**config.mk**
```make
export PLATFORM = sky130hd
export DESIGN_NAME = adcot_core
export DESIGN_NICKNAME = d
export VERILOG_FILES = /design/src/adcot_pkg.sv /design/src/adcot_fifo.sv /design/src/adcot_core.sv
export SDC_FILE = /design/constraint.sdc
export NUM_CORES = 1
export LEC_CHECK = 0
export ABC_AREA = 1
export ABC_CLOCK_PERIOD_IN_PS = 3200
export BUFFER_PORTS_ARGS = -buffer_cell sky130_fd_sc_hd__buf_2
export CORE_UTILIZATION = 45
export DETAILED_ROUTE_END_ITERATION = 10
export SYNTH_ARGS = -nofsm -noshare
export SYNTH_HDL_FRONTEND = slang
export SYNTH_SLANG_ARGS = --single-unit
export TNS_END_PERCENT = 30
```
**constraint.sdc**
```tcl
create_clock -name core_clk -period 3.2 [get_ports core_clk]
set_input_delay 0.32 -clock core_clk [delete_from_list [all_inputs] [get_ports core_clk]]
set_output_delay 0.32 -clock core_clk [all_outputs]
set_load 0.01 [all_outputs]
```
**src/adcot_pkg.sv**
```systemverilog
// Purpose: Shared constants and types for the converter output timing block
// Assumes: core_clk at 125 MHz; strobe, sleep and sample code arrive from pins
// Notes:   All timing counts are derived from printed times here
package adcot_pkg;

  localparam int unsigned WORD_W      = 8;
  localparam int unsigned FIFO_DEPTH  = 16;
  localparam int unsigned LATENCY     = 3;
  localparam int unsigned CLK_MHZ     = 125;
  localparam int unsigned WAKE_NS     = 200;
  localparam int unsigned SLEEP_NS    = 200;
  // Least times round up to whole cycles
  localparam int unsigned WAKE_CYC    = (WAKE_NS * CLK_MHZ + 999) / 1000;
  localparam int unsigned SLEEP_CYC   = (SLEEP_NS * CLK_MHZ + 999) / 1000;
  localparam int unsigned CNT_W       = 8;

  localparam logic [WORD_W-1:0] CODE_ZERO    = 8'h00;
  localparam logic [WORD_W-1:0] CODE_MID_UP  = 8'h80;
  localparam logic [WORD_W-1:0] CODE_FULL    = 8'hFF;
  localparam logic [CNT_W-1:0]  WAKE_LOAD    = CNT_W'(WAKE_CYC);
  localparam logic [1:0]        FILL_PRIMED  = 2'(LATENCY);

  typedef enum logic [2:0] {
    ST_SLEEP = 3'b001,
    ST_WAKE  = 3'b010,
    ST_RUN   = 3'b100
  } adcot_state_e;

  // Pin inputs travelling together
  typedef struct packed {
    logic              strobe;
    logic              sleep_select;
    logic [WORD_W-1:0] analog_code;
  } adcot_pins_s;

  // Output pin group: data plus active-low enable and word valid flag
  typedef struct packed {
    logic [WORD_W-1:0] conversion_word;
    logic              conversion_word_oe_n;
    logic              word_valid;
  } adcot_out_s;

  typedef struct packed {
    adcot_pins_s       sync_m;
    adcot_pins_s       sync_s;
    logic              strobe_prev;
    adcot_state_e      st;
    logic [CNT_W-1:0]  wake_cnt;
    logic [1:0]        fill;
    logic [WORD_W-1:0] word;
    logic              valid;
  } adcot_core_s;

endpackage

```
**src/adcot_fifo.sv**
```systemverilog
// Purpose: Parameterised word FIFO with valid/ready on both sides
// Assumes: Single clock; flush empties it in one cycle
// Notes:   Full and empty are exact; in_ready low while full
`timescale 1ns/1ps
`default_nettype none
module adcot_fifo #(
  parameter int unsigned WIDTH = 8,
  parameter int unsigned DEPTH = 16
) (
  // Clock and reset
  input  wire logic             core_clk,
  input  wire logic             reset_n,
  input  wire logic             flush,
  // Fill side
  input  wire logic             in_valid,
  output logic                  in_ready,
  input  wire logic [WIDTH-1:0] in_data,
  // Drain side
  output logic                  out_valid,
  input  wire logic             out_ready,
  output logic      [WIDTH-1:0] out_data
);
  localparam int unsigned AW = $clog2(DEPTH);

  typedef struct packed {
    logic [AW-1:0] wr;
    logic [AW-1:0] rd;
    logic [AW:0]   cnt;
  } adcot_fifo_s;

  adcot_fifo_s      s_q;
  adcot_fifo_s      s_d;
  logic [WIDTH-1:0] mem [DEPTH];
  logic             push;
  logic             pop;

  assign in_ready  = (s_q.cnt != (AW+1)'(DEPTH));
  assign out_valid = (s_q.cnt != '0);
  assign out_data  = mem[s_q.rd];
  assign push      = in_valid && in_ready && !flush;
  assign pop       = out_valid && out_ready && !flush;

  always_comb
  begin
    s_d = s_q;
    if (flush)
    begin
      s_d = '0;
    end
    else
    begin
      if (push)
        s_d.wr = s_q.wr + 1'b1;
      if (pop)
        s_d.rd = s_q.rd + 1'b1;
      s_d.cnt = s_q.cnt + (AW+1)'(push) - (AW+1)'(pop);
    end
  end

  always_ff @(posedge core_clk or negedge reset_n)
  begin
    if (!reset_n)
      s_q <= '0;
    else
      s_q <= s_d;
  end

  // Storage needs no reset; read only where counted valid
  always_ff @(posedge core_clk)
  begin
    if (push)
      mem[s_q.wr] <= in_data;
  end

endmodule
`default_nettype wire

```
**src/adcot_core.sv**
```systemverilog
// Purpose: Sampling, three-strobe latency and sleep behaviour of an 8-bit converter
// Assumes: Strobe, sleep and code are asynchronous pins, synchronised here
// Notes:   Sample history sits in a 16-word FIFO primed to three entries
`timescale 1ns/1ps
`default_nettype none
// Operation
// - Each rising strobe edge freezes the present input code and starts converting it.
// - The output word changes only on rising strobe edges and is one 8-bit word.
// - The word for a sample appears three strobe edges after that sample was taken.
// - While sleep is high conversion stops and the output word is released to high impedance.
// - Output coding is straight binary, all zeros at bottom, all ones at top, 80h just above midscale.
module adcot_core (
  // Clock and reset
  input  wire logic                 core_clk,
  input  wire logic                 reset_n,
  // Pins from capture side
  input  wire adcot_pkg::adcot_pins_s pins,
  // Output pins
  output var  adcot_pkg::adcot_out_s  outs
);
  adcot_pkg::adcot_core_s       s_q;
  adcot_pkg::adcot_core_s       s_d;
  logic                         edge_seen;
  logic                         running;
  logic                         push_ok;
  logic                         fifo_in_ready;
  logic                         fifo_out_valid;
  logic                         pop_now;
  logic [adcot_pkg::WORD_W-1:0] fifo_out_data;

  assign edge_seen = s_q.sync_s.strobe && !s_q.strobe_prev;
  assign running   = (s_q.st == adcot_pkg::ST_RUN);
  // Back-pressure: no ready, no sample taken
  assign push_ok   = edge_seen && running && fifo_in_ready;
  assign pop_now   = push_ok && (s_q.fill == adcot_pkg::FILL_PRIMED);

  adcot_fifo #(
    .WIDTH (adcot_pkg::WORD_W),
    .DEPTH (adcot_pkg::FIFO_DEPTH)
  ) u_fifo (
    .core_clk  (core_clk),
    .reset_n   (reset_n),
    .flush     (!running),
    .in_valid  (push_ok),
    .in_ready  (fifo_in_ready),
    .in_data   (s_q.sync_s.analog_code),
    .out_valid (fifo_out_valid),
    .out_ready (pop_now),
    .out_data  (fifo_out_data)
  );

  always_comb
  begin
    s_d = s_q;
    // First stage feeds only the second
    s_d.sync_m      = pins;
    s_d.sync_s      = s_q.sync_m;
    s_d.strobe_prev = s_q.sync_s.strobe;
    case (s_q.st)
      adcot_pkg::ST_SLEEP:
      begin
        s_d.valid = 1'b0;
        s_d.fill  = 2'd0;
        if (!s_q.sync_s.sleep_select)
        begin
          s_d.st       = adcot_pkg::ST_WAKE;
          s_d.wake_cnt = adcot_pkg::WAKE_LOAD;
        end
      end
      adcot_pkg::ST_WAKE:
      begin
        // Strobes ignored until the power-up time has passed
        if (s_q.sync_s.sleep_select)
          s_d.st = adcot_pkg::ST_SLEEP;
        else if (s_q.wake_cnt <= 8'h01)
          s_d.st = adcot_pkg::ST_RUN;
        else
          s_d.wake_cnt = s_q.wake_cnt - 8'h01;
      end
      adcot_pkg::ST_RUN:
      begin
        if (s_q.sync_s.sleep_select)
        begin
          s_d.st    = adcot_pkg::ST_SLEEP;
          s_d.valid = 1'b0;
        end
        else if (push_ok)
        begin
          if (pop_now && fifo_out_valid)
          begin
            s_d.word  = fifo_out_data;
            s_d.valid = 1'b1;
          end
          else
            s_d.fill = s_q.fill + 2'd1;
        end
      end
      default:
      begin
        s_d.st = adcot_pkg::ST_SLEEP;
      end
    endcase
  end

  always_ff @(posedge core_clk or negedge reset_n)
  begin
    if (!reset_n)
    begin
      s_q       <= '0;
      s_q.st    <= adcot_pkg::ST_SLEEP;
      // Sleep sync starts asleep, so a held pin is not missed
      s_q.sync_m.sleep_select <= 1'b1;
      s_q.sync_s.sleep_select <= 1'b1;
    end
    else
      s_q <= s_d;
  end

  assign outs.conversion_word      = s_q.word;
  assign outs.conversion_word_oe_n = !running;
  assign outs.word_valid           = s_q.valid && running;

  // Checking helpers: samples of the last three edges
  logic [adcot_pkg::WORD_W-1:0] hist1_q;
  logic [adcot_pkg::WORD_W-1:0] hist2_q;
  logic [adcot_pkg::WORD_W-1:0] hist3_q;

  always_ff @(posedge core_clk or negedge reset_n)
  begin
    if (!reset_n)
    begin
      hist1_q <= 8'h00;
      hist2_q <= 8'h00;
      hist3_q <= 8'h00;
    end
    else if (push_ok)
    begin
      hist1_q <= s_q.sync_s.analog_code;
      hist2_q <= hist1_q;
      hist3_q <= hist2_q;
    end
  end

  // Cycles spent in the power-up wait, for the wake check
  logic [adcot_pkg::CNT_W-1:0] wake_len_q;

  always_ff @(posedge core_clk or negedge reset_n)
  begin
    if (!reset_n)
      wake_len_q <= 8'h00;
    else if (s_q.st == adcot_pkg::ST_WAKE)
      wake_len_q <= wake_len_q + 8'h01;
    else
      wake_len_q <= 8'h00;
  end
endmodule
`default_nettype wire

```
==> results.md <==
* Outcome: completed
* Clock skew at 0.00839 ns
* Setup slack after placement at 0.412 ns
* Fin crit share at 0.873
* Starting density of the core at 0.463
* Total track usage at 0.202
* Final #Nets at 852
* R2R Setup Slk at 0.41 ns
* Area growth from synthesis to layout at 11.6%
* Crit. End Element: flip-flop
* Most frequent cell after synthesis: nand2_1
* Cts-stage hold buffer count at 11
* GPL Wtd Cong at 0.850
* Clock-pin slew on the worst setup and hold paths at 0.06 ns
* Synth cell types at 35
* CTS tree: built
* DRC viols at 0
* Initial DRC count at 443
* Detailed Routing Iterations Pass 1 at 5
* Origin of the worst min-delay path: s_d[23]
* IO Port Bufs at 21
* Setup WS post-layout at 0.408 ns
* Most used cell, CP: ha_1
* Worst skew pair latency at 0.44 ns
* Hold Crit Depth at 0
* Slew Viols, Final at 0
* Detailed-route via count at 5319
* Sinks on Clock Net at 184
* Peak VDD IR at 0.000388 V
* RR Endpoint: u_fifo.s_q[4]
* P_sw at 1140 uW
* Die height at 136 um
* Max stage delay on crit path at 0.40 ns
* Worst slew pin tran at 0.801 ns
* Wirelength per Cell at 16.2 um
* Cell types occupying the most area after synthesis: edfxtp_1 (48%), dfrtp_1 (16%), nand2_1 (11%), nand3_1 (6.8%), inv_1 (5.9%)
* Largest net degree at the start of global routing at 67
* Fillers at 1569
* Pwr Density at 552 mW/mm^2
* Area fraction of the dominant cell type after synthesis at 0.477
* FF-to-FF path depth at 14
* Synth Cell Area at 0.00806 sq mm
* Slew margin rel. at 0.466
* Highest routed layer: met4
* Core ar. at 0.0174 sq mm
* Max Clk Rate at 0.358 GHz
* TNS Setup at 0 ns
* Number of diodes at 0
* Switch share at 0.230
* Yosys top cell by area: edfxtp_1
* CTS buffer count at 17
* Crit-path slowest cell: fa_1
* Hold Path Sink: s_q[23]
* Sequential share of the synthesized area at 0.651
* Max-cap viol count at 0
* Met2 Wirelength at 8350 um
* Cell row count at 48
* Synthesized area per cell at 10.1 sq um
* Routed metal-1 wirelength at 7640 um
* Crit-path cells: inv_1 -> ha_1 -> nand2_1 -> o21ai_0 -> nor2_4 -> ha_1 -> inv_1 -> ha_1 -> fa_1 -> nand2_1 -> a21oi_1 -> or2_2 -> o21ai_0 -> a21oi_1
* Met3 WL at 868 um
* Congestion Overflow GR at 0
* Worst Path Required at 3.52 ns
* Die Width at 136 um
* Post-Route WL at 17200 um
* Hold Fails Final Rpt at 0
* Flops & latches, synth at 184
* Initial antenna violation count at 0
* CTS resizes at 0
* EDFF count, synth at 128
* LEAKAGE at 0.00398 uW
* Syn Nets at 828
* Cells after synthesis at 801
* Synth warn at 0
* Post-CTS Setup Bufs at 0
* Max clock buf depth at 2
* Final setup fails at 0
* First-pass GRT wire length at 27000 um
* Comb power frac at 0.060
* Die Area at 0.0185 sq mm
* Number of global-route vias before repair at 5032
* Fin crit period at 2.79 ns
* RSZ-0062 raised after global routing: no
* P_int at 3830 uW
* CTS root buffer: clkbuf_16
* Setup CP Type: flip-flop to flip-flop
* Clock share of power at 0.400
* Fraction of layout cells with a size suffix above 1 at 0.0895
* Synth cell count leaders: nand2_1 (237), edfxtp_1 (128), inv_1 (127), nand3_1 (109), dfrtp_1 (53)
* Final ANT Viol Nets at 0
* Final core utilization at 0.517
* Num ports at 22
* DR vias/cell at 5.00
* Hold Crit Class: flip-flop to flip-flop
* H-tree depth at 4
* Top_reg_cell synth: edfxtp_1
* Post-DP HPWL at 11200 um
* R2R Path Start: u_fifo.s_q[3]
* Post-synth ARST share at 0.304
* Part of the power in registers at 0.540
* Crit Path Max Fanout at 6
* Worst Setup Start Kind: flip-flop
* Crit path DAT at 3.11 ns
## layout make-up
cell class	count	area [sq um]	area share
Clock buffer	24	505	0.0562
Clock inverter	8	58.8	0.00653
Inverter	132	500	0.0556
Multi-Input combinational cell	451	2140	0.237
Sequential cell	184	5250	0.583
Tap cell	225	282	0.0313
Timing Repair Buffer	39	268	0.0298
## critical path: cells and delay by family, from the launching register on
family,cells,cell delay (ns)
adders and majority gates,4,1.06
and+or+nand+nor,4,0.55
AOI/OAI and AO/OA,4,0.54
DFF,1,0.39
buffers and inverters,2,0.13
## flip-flops by register name, indices dropped and copies added (netlist names)
signal / flops
s_d: 11
outs: 8
u_fifo.s_q: 13
s_q: 24
u_fifo.mem: 128
## kinds of logic (layout without fill, tap and decap cells)
kind of cell,after synthesis,after routing,synth area share
AND/OR/NAND/NOR,401,401,0.213
XOR/XNOR,8,8,0.00869
buffers and inverters,166,203,0.0840
flip-flops,184,184,0.651
adder cells (fa/ha/maj),15,15,0.0242
AO/OA/AOI/OAI,27,27,0.0192
## worst max path at each step
stage / startpoint / to / slack (ns)
global route: u_fifo.s_q[2] / u_fifo.s_q[4] / 0.28
CTS: u_fifo.s_q[3] / u_fifo.s_q[4] / 0.40
detailed placement: u_fifo.s_q[3] / u_fifo.s_q[4] / 0.41
global placement: u_fifo.s_q[3] / u_fifo.s_q[4] / 0.51
finish: u_fifo.s_q[3] / u_fifo.s_q[4] / 0.41
floorplan: u_fifo.s_q[3] / u_fifo.s_q[4] / 0.62
## stage by stage
stage	hold WS [ns]	area [sq um]	power, uW	cells
6_report	0.350	9000	4970	1063
5_1_grt	0.355	9000	5140	1063
4_1_cts	0.350	9000	5000	1063
3_5_place_dp	0.335	8330	3020	1020
3_3_place_gp	0.338	8330	3010	1020
2_1_floorplan	0.0244	8060	2910	801
## power groups by stage
stage	Combinational, uW	Sequential (uW)	Clock (uW)
after global routing	344	2690	2110
after CTS	300	2690	2010
after detailed placement	288	2730	0
after floorplan	206	2700	0
after global placement	281	2730	0
final	298	2680	1990
## per-layer routing
layer | track usage | vias up
li1 | - | 2595
met1 | 0.270 | 2561
met2 | 0.323 | 135
met3 | 0.0388 | 28
met4 | 0.0824 | 0
met5 | 0 | -
## cell usage in the layout (no fill, tap or decap), types with 11 or more instances in the layout
master         netlist  routed
buf_2               15      21
o21ai_0             15      15
nand3_1            109     109
dfrtp_1             53      52
nand2_1            237     237
dlygate4sd3_1        0      11
inv_1              127     126
clkbuf_16            0      19
nor2_1              41      41
ha_1                14      14
edfxtp_1           128     128
Note: power is estimated with default switching activity, not from simulation.
